--- config.mk ---
export PLATFORM = sky130hd
export DESIGN_NAME = sac_ctrl
export DESIGN_NICKNAME = d
export VERILOG_FILES = /design/src/pkg/sac_pkg.sv /design/src/verilog/sac_clk_gen.sv /design/src/verilog/sac_ctrl.sv
export VERILOG_INCLUDE_DIRS = /design/src /design/src/pkg
export SDC_FILE = /design/constraint.sdc
export NUM_CORES = 1
export LEC_CHECK = 0
export BUFFER_PORTS_ARGS = -buffer_cell sky130_fd_sc_hd__buf_2
export CAP_MARGIN = 20
export CORE_MARGIN = 1.5
export CORE_UTILIZATION = 40
export CTS_BUF_LIST = sky130_fd_sc_hd__clkbuf_16
export DETAILED_ROUTE_END_ITERATION = 10
export PLACE_DENSITY = 0.61
export SYNTH_ARGS = -nofsm -noshare
export SYNTH_HDL_FRONTEND = slang
export SYNTH_HIERARCHICAL = 1
export SYNTH_SLANG_ARGS = --single-unit
--- constraint.sdc ---
create_clock -name clk -period 3.2 [get_ports clk]
set_input_delay 0.32 -clock clk [delete_from_list [all_inputs] [get_ports clk]]
set_output_delay 0.32 -clock clk [all_outputs]
set_load 0.05 [all_outputs]
--- src/pkg/sac_cfg.svh ---
// Constants of the successive-approximation converter control block.
`ifndef SAC_CFG_SVH
`define SAC_CFG_SVH

// ****************************************************************
// Channel codes.
// ****************************************************************
`define SAC_CH_EXT_LAST  5'h0f
`define SAC_CH_TEMP      5'h1a
`define SAC_CH_BANDGAP   5'h1b
`define SAC_CH_RSVD      5'h1c
`define SAC_CH_REFH      5'h1d
`define SAC_CH_REFL      5'h1e
`define SAC_CH_OFF       5'h1f

// ****************************************************************
// Clock sources and result modes.
// ****************************************************************
`define SAC_SRC_BUS      2'h0
`define SAC_SRC_BUS_HALF 2'h1
`define SAC_SRC_LOCAL    2'h2
`define SAC_SRC_ALT      2'h3
`define SAC_MODE_8       2'h0
`define SAC_MODE_12      2'h1
`define SAC_MODE_10      2'h2

// ****************************************************************
// Last sampling tick counts (sampling length in conversion clock ticks minus one), and SAR constants.
// ****************************************************************
`define SAC_SAMP_SHORT   5'h03
`define SAC_SAMP_LONG    5'h17
`define SAC_SAR_MSB      12'h800
`define SAC_BIT_TOP      4'hb

`endif

--- src/pkg/sac_pkg.sv ---
// Types shared by the converter control block.
package sac_pkg;

  typedef enum logic [1:0] {SAC_IDLE, SAC_SAMPLE, SAC_CONVERT} sac_state_t;

  // Fields written together by a write of the first control register.
  typedef struct packed {
    logic       int_en;
    logic       cont_en;
    logic [4:0] channel;
  } sac_ctrl1_t;

  // Static configuration bits.
  typedef struct packed {
    logic       trig_hw;
    logic       cmp_en;
    logic       cmp_gte;
    logic [1:0] mode;
    logic [1:0] clk_src;
    logic [1:0] clk_div;
    logic       long_sample;
    logic       low_power;
  } sac_cfg_t;

  // Analog multiplexer selects.
  typedef struct packed {
    logic [15:0] ext;
    logic        temp;
    logic        bandgap;
    logic        refh;
    logic        refl;
  } sac_mux_t;

endpackage

--- src/verilog/sac_clk_gen.sv ---
// Conversion clock source selection and division into a tick.
`timescale 1ns/10ps
`include "sac_cfg.svh"
module sac_clk_gen (
  input  wire logic       clk,
  input  wire logic       rst_n,
  input  wire logic [1:0] clk_src,
  input  wire logic [1:0] clk_div,
  input  wire logic       stop3_mode,
  input  wire logic       stop2_mode,
  input  wire logic       local_async_conv_clock,
  input  wire logic       alternate_clock_input,
  output logic            tick
);

  logic       async_s1_r, async_s2_r, async_s3_r;
  logic       alt_d_r;
  logic       half_r, half_nxt;
  logic [2:0] cnt_r, cnt_nxt;
  logic [2:0] limit;
  logic       tick_r, tick_nxt;
  logic       src_ev;

  // ****************************************************************
  // Source event select and divider.
  // ****************************************************************
  // Bus sources stop in stop3, while the local clock keeps converting there.
  always_comb begin
    half_nxt = ~half_r;
    limit    = 3'((4'h1 << clk_div) - 4'h1);
    case (clk_src)
      `SAC_SRC_BUS:      src_ev = ~stop3_mode & ~stop2_mode;
      `SAC_SRC_BUS_HALF: src_ev = half_r & ~stop3_mode & ~stop2_mode;
      `SAC_SRC_LOCAL:    src_ev = async_s2_r & ~async_s3_r & ~stop2_mode;
      `SAC_SRC_ALT:      src_ev = alternate_clock_input & ~alt_d_r
                                  & ~stop3_mode & ~stop2_mode;
      default:           src_ev = 1'b0;
    endcase
    cnt_nxt  = cnt_r;
    tick_nxt = 1'b0;
    if (src_ev) begin
      tick_nxt = (cnt_r == limit);
      cnt_nxt  = (cnt_r == limit) ? 3'h0 : 3'(cnt_r + 3'h1);
    end
  end

  // ****************************************************************
  // Registers; the local clock passes two flops before edge detection.
  // ****************************************************************
  always_ff @(posedge clk or negedge rst_n) begin
    if (!rst_n) begin
      async_s1_r <= 1'b0;
      async_s2_r <= 1'b0;
      async_s3_r <= 1'b0;
      alt_d_r    <= 1'b0;
      half_r     <= 1'b0;
      cnt_r      <= 3'h0;
      tick_r     <= 1'b0;
    end else begin
      async_s1_r <= local_async_conv_clock;
      async_s2_r <= async_s1_r;
      async_s3_r <= async_s2_r;
      alt_d_r    <= alternate_clock_input;
      half_r     <= half_nxt;
      cnt_r      <= cnt_nxt;
      tick_r     <= tick_nxt;
    end
  end

  assign tick = tick_r;
endmodule

--- src/verilog/sac_ctrl.sv ---
// Successive-approximation converter control: start, SAR sequence, result, flags.
`timescale 1ns/10ps
`include "sac_cfg.svh"
module sac_ctrl (
  input  wire logic               clk,
  input  wire logic               rst_n,
  input  wire logic               ctrl_write,
  input  wire sac_pkg::sac_ctrl1_t ctrl_wdata,
  input  wire sac_pkg::sac_cfg_t  cfg,
  input  wire logic [11:0]        compare_value,
  input  wire logic               result_low_read,
  input  wire logic               hw_trigger_input,
  input  wire logic               stop3_mode,
  input  wire logic               stop2_mode,
  input  wire logic               local_async_conv_clock,
  input  wire logic               alternate_clock_input,
  input  wire logic               cmp_in,
  output sac_pkg::sac_mux_t       mux_sel,
  output logic                    conv_power_on,
  output logic                    sample_hold,
  output logic [11:0]             dac_code,
  output logic                    low_power_out,
  output logic [11:0]             result,
  output logic                    conversion_done_flag,
  output logic                    conversion_active_flag,
  output logic                    conv_irq
);

  sac_pkg::sac_state_t state_r, state_nxt;
  sac_pkg::sac_ctrl1_t ctl_r, ctl_nxt;
  sac_pkg::sac_mux_t   mux_r, mux_nxt;
  logic [4:0]          cnt_r, cnt_nxt;
  logic [3:0]          bit_r, bit_nxt;
  logic [11:0]         sar_r, sar_nxt;
  logic [11:0]         res_r, res_nxt;
  logic                done_r, done_nxt;
  logic                act_r, act_nxt;
  logic                irq_r, irq_nxt;
  logic                pwr_r, pwr_nxt;
  logic                samp_r, samp_nxt;
  logic                lp_r, lp_nxt;
  logic                hwt_d_r;
  logic                tick;
  logic                hw_edge;
  logic                fin;
  logic                hit;
  logic [11:0]         raw;
  logic [11:0]         fmt;

  // ****************************************************************
  // Helpers.
  // ****************************************************************
  // Channel decode to multiplexer selects; reserved codes select nothing,
  // so the conversion still runs but its value carries no meaning.
  function automatic sac_pkg::sac_mux_t mux_decode(input logic [4:0] ch);
    sac_pkg::sac_mux_t m;
    m = '0;
    if (ch <= `SAC_CH_EXT_LAST) begin
      m.ext = 16'h0001 << ch[3:0];
    end
    m.temp    = (ch == `SAC_CH_TEMP);
    m.bandgap = (ch == `SAC_CH_BANDGAP);
    m.refh    = (ch == `SAC_CH_REFH);
    m.refl    = (ch == `SAC_CH_REFL);
    return m;
  endfunction

  // Right-justified unsigned formatting of the twelve-bit raw value.
  function automatic logic [11:0] fmt_result(input logic [1:0] mode, input logic [11:0] v);
    case (mode)
      `SAC_MODE_12: fmt_result = v;
      `SAC_MODE_10: fmt_result = {2'h0, v[11:2]};
      default:      fmt_result = {4'h0, v[11:4]};
    endcase
  endfunction

  sac_clk_gen u_clk_gen (
    .clk                    (clk),
    .rst_n                  (rst_n),
    .clk_src                (cfg.clk_src),
    .clk_div                (cfg.clk_div),
    .stop3_mode             (stop3_mode),
    .stop2_mode             (stop2_mode),
    .local_async_conv_clock (local_async_conv_clock),
    .alternate_clock_input  (alternate_clock_input),
    .tick                   (tick)
  );

  // Trigger edge and end-of-conversion terms.
  // The trigger is a plain edge detect, so it starts a run in any low-power state; in stop2 no source ticks until stop2 ends.
  assign hw_edge = hw_trigger_input & ~hwt_d_r;
  assign fin     = (state_r == sac_pkg::SAC_CONVERT) && tick && (bit_r == 4'h0);
  assign raw     = cmp_in ? sar_r : (sar_r & ~(12'h001 << bit_r));
  assign fmt     = fmt_result(cfg.mode, raw);
  assign hit     = ~cfg.cmp_en | (cfg.cmp_gte ? (fmt >= compare_value)
                                              : (fmt < compare_value));

  // ****************************************************************
  // Conversion sequencer next state.
  // ****************************************************************
  always_comb begin
    state_nxt = state_r;
    ctl_nxt   = ctl_r;
    cnt_nxt   = cnt_r;
    bit_nxt   = bit_r;
    sar_nxt   = sar_r;
    res_nxt   = res_r;
    case (state_r)
      sac_pkg::SAC_IDLE: begin
        if (cfg.trig_hw && hw_edge && ctl_r.channel != `SAC_CH_OFF) begin
          state_nxt = sac_pkg::SAC_SAMPLE;
          cnt_nxt   = 5'h00;
        end
      end
      sac_pkg::SAC_SAMPLE: begin
        if (tick) begin
          cnt_nxt = 5'(cnt_r + 5'h01);
          if (cnt_r == (cfg.long_sample ? `SAC_SAMP_LONG : `SAC_SAMP_SHORT)) begin
            state_nxt = sac_pkg::SAC_CONVERT;
            sar_nxt   = `SAC_SAR_MSB;
            bit_nxt   = `SAC_BIT_TOP;
          end
        end
      end
      sac_pkg::SAC_CONVERT: begin
        if (tick) begin
          sar_nxt = raw;
          if (bit_r != 4'h0) begin
            bit_nxt = 4'(bit_r - 4'h1);
            sar_nxt = raw | (12'h001 << bit_nxt);
          end else begin
            if (hit) begin
              res_nxt = fmt;
            end
            cnt_nxt = 5'h00;
            // Continuous mode re-samples; single mode drops back to idle.
            state_nxt = ctl_r.cont_en ? sac_pkg::SAC_SAMPLE : sac_pkg::SAC_IDLE;
          end
        end
      end
      default: state_nxt = sac_pkg::SAC_IDLE;
    endcase
    // A control write wins over the state and count: abort, then restart if enabled.
    if (ctrl_write) begin
      ctl_nxt   = ctrl_wdata;
      cnt_nxt   = 5'h00;
      state_nxt = (ctrl_wdata.channel != `SAC_CH_OFF && !cfg.trig_hw)
                  ? sac_pkg::SAC_SAMPLE : sac_pkg::SAC_IDLE;
    end
  end

  // ****************************************************************
  // Flags and analog-facing outputs next values.
  // ****************************************************************
  // A completion in the same cycle as a clearing access keeps the flag set.
  always_comb begin
    done_nxt = (fin && hit) | (done_r & ~ctrl_write & ~result_low_read);
    act_nxt  = (state_nxt != sac_pkg::SAC_IDLE);
    irq_nxt  = done_nxt & ctl_nxt.int_en;
    mux_nxt  = mux_decode(ctl_nxt.channel);
    pwr_nxt  = act_nxt;
    samp_nxt = (state_nxt == sac_pkg::SAC_SAMPLE);
    lp_nxt   = cfg.low_power;
  end

  // ****************************************************************
  // Registers.
  // ****************************************************************
  always_ff @(posedge clk or negedge rst_n) begin
    if (!rst_n) begin
      state_r <= sac_pkg::SAC_IDLE;
      ctl_r   <= '{int_en: 1'b0, cont_en: 1'b0, channel: `SAC_CH_OFF};
      mux_r   <= '0;
      cnt_r   <= 5'h00;
      bit_r   <= 4'h0;
      sar_r   <= 12'h000;
      res_r   <= 12'h000;
      done_r  <= 1'b0;
      act_r   <= 1'b0;
      irq_r   <= 1'b0;
      pwr_r   <= 1'b0;
      samp_r  <= 1'b0;
      lp_r    <= 1'b0;
      hwt_d_r <= 1'b0;
    end else begin
      state_r <= state_nxt;
      ctl_r   <= ctl_nxt;
      mux_r   <= mux_nxt;
      cnt_r   <= cnt_nxt;
      bit_r   <= bit_nxt;
      sar_r   <= sar_nxt;
      res_r   <= res_nxt;
      done_r  <= done_nxt;
      act_r   <= act_nxt;
      irq_r   <= irq_nxt;
      pwr_r   <= pwr_nxt;
      samp_r  <= samp_nxt;
      lp_r    <= lp_nxt;
      hwt_d_r <= hw_trigger_input;
    end
  end

  // Outputs straight from flops.
  assign mux_sel                = mux_r;
  assign conv_power_on          = pwr_r;
  assign sample_hold            = samp_r;
  assign dac_code               = sar_r;
  assign low_power_out          = lp_r;
  assign result                 = res_r;
  assign conversion_done_flag   = done_r;
  assign conversion_active_flag = act_r;
  assign conv_irq               = irq_r;
endmodule

Yosys cells after proc, flatten, opt, wreduce, memory -nomap -nowiden
Index checks and enable logic that the tools add are counted.
Word-level totals
  logic and storage cells: 140
  register bits after elaboration: 77
  output and inout bits: 50
Operators by class
  $add $sub $neg: 4
  eq/ne operators: 24
  magnitude comparators: 3
  reductions and logical operators: 18
  bitwise gates (word level): 27
  shift operators: 4
  multiplexer cells: 34
Operators with widths (count)
  $mux 12: 5
  $pmux 12 s2: 2
  $mux 5: 6
  $shl 1x4->12 const A: 2
  $eq 5x5->1 const B: 4
  $mux 16: 1
  $mux 4: 4
  $shl 1x4->16 const A: 1
  $pmux 5 s3: 1
  $and 1x1->1: 12
  $and 12x12->12: 1
  $ge 12x12->1: 1
  $lt 12x12->1: 1
  $mux 2: 6
  $not 12->12: 1
  $or 12x12->12: 1
  $ne 5x5->1 const B: 2
  $not 1->1: 10
  $reduce_and 5->1: 2
  $eq 2x1->1 const B: 4
  $eq 2x2->1 const B: 4
  $pmux 4 s2: 1
  $reduce_and 4->1: 2
  $reduce_bool 4->1: 2
  23 further kinds: 38

Depth between registers and ports, before layout
Gate-level depths: netlist of run 1.
  depth in word-level cells: 11
  mapped depth: 15
  mapped depth without buffers: 14

Modules after synthesis
The synthesis of run 1 kept the hierarchy.
Modules (own cells, without submodules)
  sac_ctrl: cells each 364, times used 1, sequential area each 1707.9 µm², area each 3575.9 µm²
  sac_clk_gen: cells each 32, times used 1, sequential area each 225.2 µm², area each 409.1 µm²

Worst setup path before layout of run 1
OpenSTA, ideal clock, no wires.
  kind: reg-to-reg
  start point: register bit_r[0]
  end point: register res_r[11], in the netlist result[11]
  data required time: 3.075 ns
  library setup time: 0.125 ns
  path slack: 0.064 ns
  path buffers: 1
  cell stages (with the launch flop): 15
  arrival: 3.012 ns
  period minus slack after synthesis: 3.136 ns
  cell sequence: dfrtp_1 -> inv_1 -> ha_1 -> nand2b_1 -> o31a_1 -> a22oi_1 -> o21ai_0 -> ha_1 -> nand2_1 -> o21ai_0 -> a2111oi_2 -> a31o_2 -> nor2_2 -> buf_6 -> mux2_2
Between the ends
  longest elaborated chain between the ends: 9
RTL lines
  start, declared: RTL line sac_ctrl.sv:33  | logic [3:0] bit_r, bit_nxt;
  start signal, assigned: RTL line sac_ctrl.sv:190  | bit_r <= bit_nxt;
  $shl 1x4->12 *: RTL line sac_ctrl.sv:93  | assign raw = cmp_in ? sar_r : (sar_r & ~(12'h001 << bit_r));
  $not 12->12 *: RTL line sac_ctrl.sv:93
  $and 12x12->12 *: RTL line sac_ctrl.sv:93
  $mux 12 *: RTL line sac_ctrl.sv:93
  $pmux 12 s2 *: RTL line sac_ctrl.sv:70  | case (mode)
  named net fmt[6]: RTL line sac_ctrl.sv:48  | logic [11:0] fmt;
  $lt 12x12->1 / $ge 12x12->1 (equally long branches): RTL line sac_ctrl.sv:96, sac_ctrl.sv:95
  $mux 1 *: RTL line sac_ctrl.sv:95  | assign hit = ~cfg.cmp_en | (cfg.cmp_gte ? (fmt >= compare_value)
  $or 1x1->1 *: RTL line sac_ctrl.sv:95
  $reduce_and 4->1 (no line) *
  end signal, assigned: RTL line sac_ctrl.sv:192  | res_r <= res_nxt;
  end, declared: RTL line sac_ctrl.sv:35  | logic [11:0] res_r, res_nxt;
Mark *: on every way through the listed nets, which the timed path passes. The rest lies on a longest branch.
A chain may end at the register's enable or synchronous reset.

Final worst setup path of run 1
  start point: register bit_r[0]
  end point: register res_r[7], in the netlist result[7]
Between the ends
  longest elaborated chain between the ends: 9
RTL lines (RTL line)
  $shl 1x4->12: sac_ctrl.sv:93
  $not 12->12: sac_ctrl.sv:93
  $and 12x12->12: sac_ctrl.sv:93
  $mux 12: sac_ctrl.sv:93
  $pmux 12 s2: sac_ctrl.sv:70
  $lt 12x12->1 / $ge 12x12->1 (equally long branches): sac_ctrl.sv:96, sac_ctrl.sv:95
  $mux 1: sac_ctrl.sv:95
  $or 1x1->1: sac_ctrl.sv:95
  $reduce_and 4->1 (no line)
Parallel ways exist; a longest one is shown, timed or not.

==> results of run 1 <==
## power groups by stage
stage                     Clock (mW)  Sequential (mW)  Combinational [mW]
after floorplan                    0             1.16               0.158
after global placement             0             1.09               0.342
after detailed placement           0             1.09               0.352
after CTS                       1.02             1.08               0.358
after global routing            1.07             1.08               0.401
final                          0.999             1.08               0.362
## cell usage after synthesis, types with 8 or more instances
| library cell | count |
|---|---|
| a21oi_1 | 23 |
| a22oi_1 | 12 |
| clkbuf_1 | 8 |
| dfrtp_1 | 72 |
| ha_1 | 21 |
| inv_1 | 32 |
| mux2_2 | 15 |
| nand2_1 | 38 |
| nand3_1 | 9 |
| nor2_1 | 30 |
| nor3_1 | 9 |
| o21ai_0 | 26 |
## what timing repair did
| item | 4_1_cts | 5_1_grt |
|---|---|---|
| gates resized for setup | 10 | 41 |
| gates cloned | 0 | 1 |
| endpoints found under the hold margin | 0 | 0 |
| pin swaps | 1 | 4 |
| hold buffers | 0 | 0 |
| setup endpoints to repair | 13 | 14 |
| buffers inserted | 1 | 8 |
## area by class of cell
cell class                 instances  area share (%)
clock buffer                       9           4.227
clock inverter                     7           1.315
inverter                          32           2.349
multi-input combinational        271           37.95
sequential                        77           36.33
tap                              133           3.124
timing repair buffer             128           14.70
## kinds of logic after synthesis
family                     Yosys count
AOI/OAI and AO/OA                  105
adders and majority gates           21
buffers and inverters               48
DFF                                 77
and+or+nand+nor                    123
muxes                               22
## sequential cells by signal, summed over array words and instances, names as in the netlist, 2 cells and up
signal,count
bit_r,4
cnt_r,5
ctl_r,7
dac_code,12
mux_sel,20
result,12
state_r,2
u_clk_gen/cnt_r,3
## worst max-delay path, delay by kind of cell, from the launching register on
family / cells / cell delay [ns]
muxes: 1 / 0.32
and+or+nand+nor: 3 / 0.63
AOI/OAI and AO/OA: 6 / 0.95
adders and majority gates: 2 / 0.33
buffers and inverters: 3 / 0.38
DFF: 1 / 0.47
## routing by layer
metal	part of all wire (%)	track usage, %	wire length (microns)
met1	45	24.58	4410
met2	47	31.02	4665
met3	5.6	5.288	549
met4	2.3	8.732	222
met5	0	0	0
## stage by stage
| step | power [mW] | cells | hold WS, ns |
|---|---|---|---|
| detailed placement | 1.446 | 632 | 0.3370 |
| floorplan | 1.320 | 396 | 0.02441 |
| global route | 2.555 | 657 | 0.06880 |
| global placement | 1.433 | 632 | 0.3362 |
| finish | 2.438 | 657 | 0.08155 |
| CTS | 2.456 | 649 | 0.06968 |
## path summary, 6_finish.rpt
check	slack [ns]	endpoint	cells past startpoint	start
worst min-delay path	0.08	low_power_out	1	cfg[0]
worst max-delay path	-0.03	result[7]	15	bit_r[0]
worst min register to register	0.36	u_clk_gen/async_s2_r	0	u_clk_gen/async_s1_r
min in group asynchronous	0.10	result[3]	1	rst_n
max in group asynchronous	2.40	bit_r[1]	1	rst_n
worst max register to register	-0.03	result[7]	15	bit_r[0]
==> qor.csv, run 1 <==
metric,value,unit
core area,9729,sq um
DR iter-0 viols,147,
DP HPWL,7185,microns
"worst slack, placed",-0.1458,ns
clock network power share,41.0,%
final worst-path cycle share,100.8,%
syn_area_per_cell,10.06,sq um
Crit Path Max Fanout,6,
synth top area cells,"dfrtp_1 (45%), ha_1 (6.6%), mux2_2 (4.2%), nand2_1 (3.6%), dfstp_2 (3.3%)",
Routed Antenna Nets,0,
Critical Path RT,3.43,ns
Switching Share,30.03,%
GRT Resource Usage Total,19.36,%
Max Fclk,309.9,MHz
Antenna Cells,0,
"Seq/Total Area, Yosys",48.51,%
Hold WC Path Type,in2reg,
max incr delay on CP,0.47,ns
Area growth syn-to-layout,33.69,%
count of pins over their slew limit,0,
Synth Area in Compound Gates,18.34,%
Int Pwr,1.706,mW
NetSw,0.7319,mW
xor/xnor cell area share of the yosys netlist,0,%
Clock H-tree levels,3,
cells after synthesis,396,
Final TNS setup,-0.1199,ns
height of the die,102.8,microns
sequential power share,44.2,%
post-route design area,5328,sq um
gpl congestion,0.8525,
max_cap viols,0,
most frequent cells in the layout,"buf_2 (88), dfrtp_1 (70), nand2_1 (37), buf_4 (37), inv_1 (30)",
area occupied by registers,1936,sq um
Simple-Gate Fraction of Synth Area,15.26,%
layout cells sized above 1,39.69,%
DR pass1 iterations,4,
FP Rows,36,
Worst-Margin Slew,0.9668,ns
CP arrival,3.46,ns
Multi-input gate area,2022,sq um
NumNets Final,580,
Final Critical Period,3.227,ns
CP startpoint kind,flop,
clock latency on the worst-skew pair,0.35,ns
Peak VDD IR,367.4,uV
io pins,90,
Gate power share,14.9,%
critical path's slowest cell,dfrtp_2,
ys async rst share,100.0,%
post-synthesis instance area,3985,sq um
Post-synth EDFFs,0,
vias,3408,
setup ws final,-0.02711,ns
drt wl/cell,14.99,microns
grt total ovfl,0,
area of the die,10570,sq um
largest net degree at the start of global routing,78,
cells along the critical path,inv_4 -> ha_4 -> or3b_4 -> o211ai_1 -> a21oi_1 -> a21oi_2 -> ha_1 -> nor2b_1 -> o211ai_1 -> a211o_1 -> buf_4 -> a31oi_2 -> nor2_4 -> clkbuf_16 -> mux2_2,
worst rel slew slack,35.55,%
TritonCTS clock tree,done,
drt via density,5.187,
"area leader, netlist",dfrtp_1,
Sinks on Clock Net,77,
Fillers,891,
Synth top area share,45.21,%
synth warn,6,
port bufs,89,
first-pass GRT wire length,15570,microns
post-layout util,54.76,%
Main synth FF type,dfrtp_1,
CP Class,reg2reg,
Synth Net Count,457,
library cells used by synthesis,61,
drt drc,0,
failing checks,setup timing,
leak pwr,2.618,nW
Adder-Cell Fraction of Synth Area,6.593,%
final setup vio count,6,
status,finished with violations,
Inserted Clock Buffers,9,
post-synthesis mux area share,5.997,%
"leading cell type in the layout, fill and taps excluded",buf_2,
Initial Util,40.96,%
vias in the first global route,3326,
clk_skew,0.008162,ns
Post-DP Area,4758,sq um
WL final,9847,microns
cell mode on critical path,o211ai_1,
largest family of logic cells by synthesized area,compound AO/OA/AOI/OAI gates,
initial antenna violation count,0,
clock transition at the registers of the reported paths,0.07,ns
final hold violation count,0,
Cell Pwr Density,457.5,nW/um^2
clock root buffer,clkbuf_16,
RSZ-0062 raised after global routing,true,
die width,102.8,microns
number of synthesized register bits,77,
CP Capture Type,flop,
clock buffer depth,2,
Note: power is estimated with default switching activity, not from simulation.
==> run 2: changes to the inputs <==
ABC_AREA = 1   (was not set)
CORE_MARGIN = 2   (was 1.5)
SLEW_MARGIN = 20   (was not set)
==> run 2 against run 1 <==
The flow now finishes without violations. Sequential cell count stayed put. Sequential share of layout area is 2.0 points higher. Cell count grew 12%. Sequential power is essentially flat. Combinational power increased by 27%. Clock-buffer cell count did not move. Power is 7.9% higher. Clock power up 7%. Cell area shrank 5.4%. Die area increased by 6.4%. Area after synthesis rose by 4.6%.
==> qor.csv, run 2 <==
metric,value,unit
first-pass GRT wire length,15780,microns
NumNets Final,656,
final setup vio count,0,
synth warn,6,
DR pass1 iterations,4,
Main synth FF type,dfrtp_1,
layout cells sized above 1,25.00,%
clock transition at the registers of the reported paths,0.06,ns
most instantiated cells after synthesis,"nand2_1 (119), dfrtp_1 (72), inv_1 (62), nor2_1 (58), nand3_1 (39)",
DP HPWL,7335,microns
Final Critical Period,2.883,ns
Synth top area share,43.24,%
CP arrival,3.14,ns
GRT Resource Usage Total,17.56,%
clock latency on the worst-skew pair,0.33,ns
status,finished clean,
"Seq/Total Area, Yosys",46.40,%
max_cap viols,0,
RSZ-0062 raised after global routing,false,
ys async rst share,100.0,%
height of the die,106.1,microns
top-count cell post-synth,nand2_1,
synth top area cells,"dfrtp_1 (43%), nand2_1 (11%), ha_1 (6.3%), inv_1 (5.6%), nor2_1 (5.2%)",
port bufs,89,
Initial Util,40.72,%
worst rel slew slack,37.54,%
Sinks on Clock Net,77,
CP Class,reg2reg,
"worst slack, placed",0.2142,ns
Peak VDD IR,282.0,uV
Antenna Cells,0,
drt drc,0,
final hold violation count,0,
largest net degree at the start of global routing,78,
FP Rows,37,
vias in the first global route,3398,
Synth Net Count,564,
initial antenna violation count,0,
count of pins over their slew limit,0,
Crit Path Max Fanout,14,
setup bufs post-CTS,0,
Cell Pwr Density,522.0,nW/um^2
number of synthesized register bits,77,
final worst-path cycle share,90.10,%
Post-synth EDFFs,0,
"area leader, netlist",dfrtp_1,
"leading cell type in the layout, fill and taps excluded",nand2_1,
clk_skew,0.01222,ns
CP startpoint kind,flop,
Critical Path RT,3.46,ns
die width,106.1,microns
cells after synthesis,503,
drt via density,4.762,
TritonCTS clock tree,done,
gpl congestion,0.9286,
Hold WC Path Type,in2reg,
post-synthesis instance area,4166,sq um
Final TNS setup,0,ns
Clock H-tree levels,3,
clock root buffer,clkbuf_16,
vias,3505,
CP Capture Type,flop,
Largest register FFs,20,
Max Fclk,346.8,MHz
PostCTS Resize Cnt,0,
most frequent cells in the layout,"nand2_1 (119), buf_2 (88), dfrtp_1 (72)",
Routed Antenna Nets,0,
DR iter-0 viols,137,
syn_area_per_cell,8.283,sq um
library cells used by synthesis,47,
grt total ovfl,0,
Area growth syn-to-layout,20.99,%
core area,10230,sq um
Inserted Clock Buffers,9,
WL final,9526,microns
leak pwr,2.775,nW
Worst-Margin Slew,0.9369,ns
area of the die,11250,sq um
Fillers,1027,
clock buffer depth,2,
drt wl/cell,12.94,microns
post-layout util,49.27,%
cts hold-fix bufs,0,
setup ws final,0.3169,ns
io pins,90,
-- run 2: metal layers --
layer | up-vias | GRT usage [%] | wire length [microns]
li1 | 1800 | - | -
met2 | 94 | 29.35 | 4412
met5 | - | 0 | 0
met4 | 0 | 6.109 | 179
met3 | 18 | 3.556 | 466
met1 | 1593 | 22.76 | 4468
-- run 2: logic make-up after synthesis --
group / synth area share (%)
simple gates: 27.93
buf+inv: 8.438
flops: 46.40
compound gates: 9.310
fa+ha+maj: 6.306
xor+xnor: 1.622
-- run 2: where the power goes --
group,switching (mW),leakage (nW),internal [mW]
clock network,0.387,0.155,0.678
logic,0.312,1.63,0.149
registers,0.0674,0.987,1.04
-- run 2: area by class of cell --
cell class,count,area [sq um],share of cell area (%)
Timing Repair Buffer,91,462.9,9.183
Tap cell,136,170.2,3.376
Multi-Input combinational cell,343,1882,37.33
Sequential cell,77,1933,38.35
Inverter,73,279.0,5.535
Clock inverter,7,88.84,1.762
Clock buffer,9,225.2,4.468
-- run 2: worst paths after layout --
check | start | endpoint | slack (ns) | cells after the start
max in group asynchronous | rst_n | dac_code[0] | 2.45 | 1
hold / removal | local_async_conv_clock | u_clk_gen/async_s1_r | 0.1 | 1
setup / recovery | bit_r[1] | result[1] | 0.32 | 20
hold reg to reg | u_clk_gen/async_s1_r | u_clk_gen/async_s2_r | 0.35 | 0
min in group asynchronous | rst_n | mux_sel[9] | 0.13 | 1
setup reg to reg | bit_r[1] | result[1] | 0.32 | 20
-- run 2: critical path: stages, from the launching register on --
cell,delay (ns)
dfrtp_1,0.40
inv_1,0.16
ha_1,0.24
inv_1,0.06
nor2_1,0.15
nand2_1,0.09
nand2_1,0.11
inv_1,0.06
nand2_1,0.05
o221ai_1,0.15
ha_1,0.37
nand4_1,0.13
nor2_1,0.14
nand2_1,0.09
nand4_1,0.07
nand2_1,0.05
inv_1,0.06
nand2_2,0.06
nand2_2,0.23
nand2_1,0.09
nand2_1,0.07
-- run 2: through the flow --
stage / hold WS (ns) / instance area [sq um] / std cells / power (mW)
floorplan: 0.02441 / 4167 / 503 / 1.461
global placement: 0.3439 / 4727 / 720 / 1.581
detailed placement: 0.3412 / 4727 / 720 / 1.584
CTS: 0.08531 / 5041 / 736 / 2.663
global route: 0.08105 / 5041 / 736 / 2.771
finish: 0.09725 / 5041 / 736 / 2.631
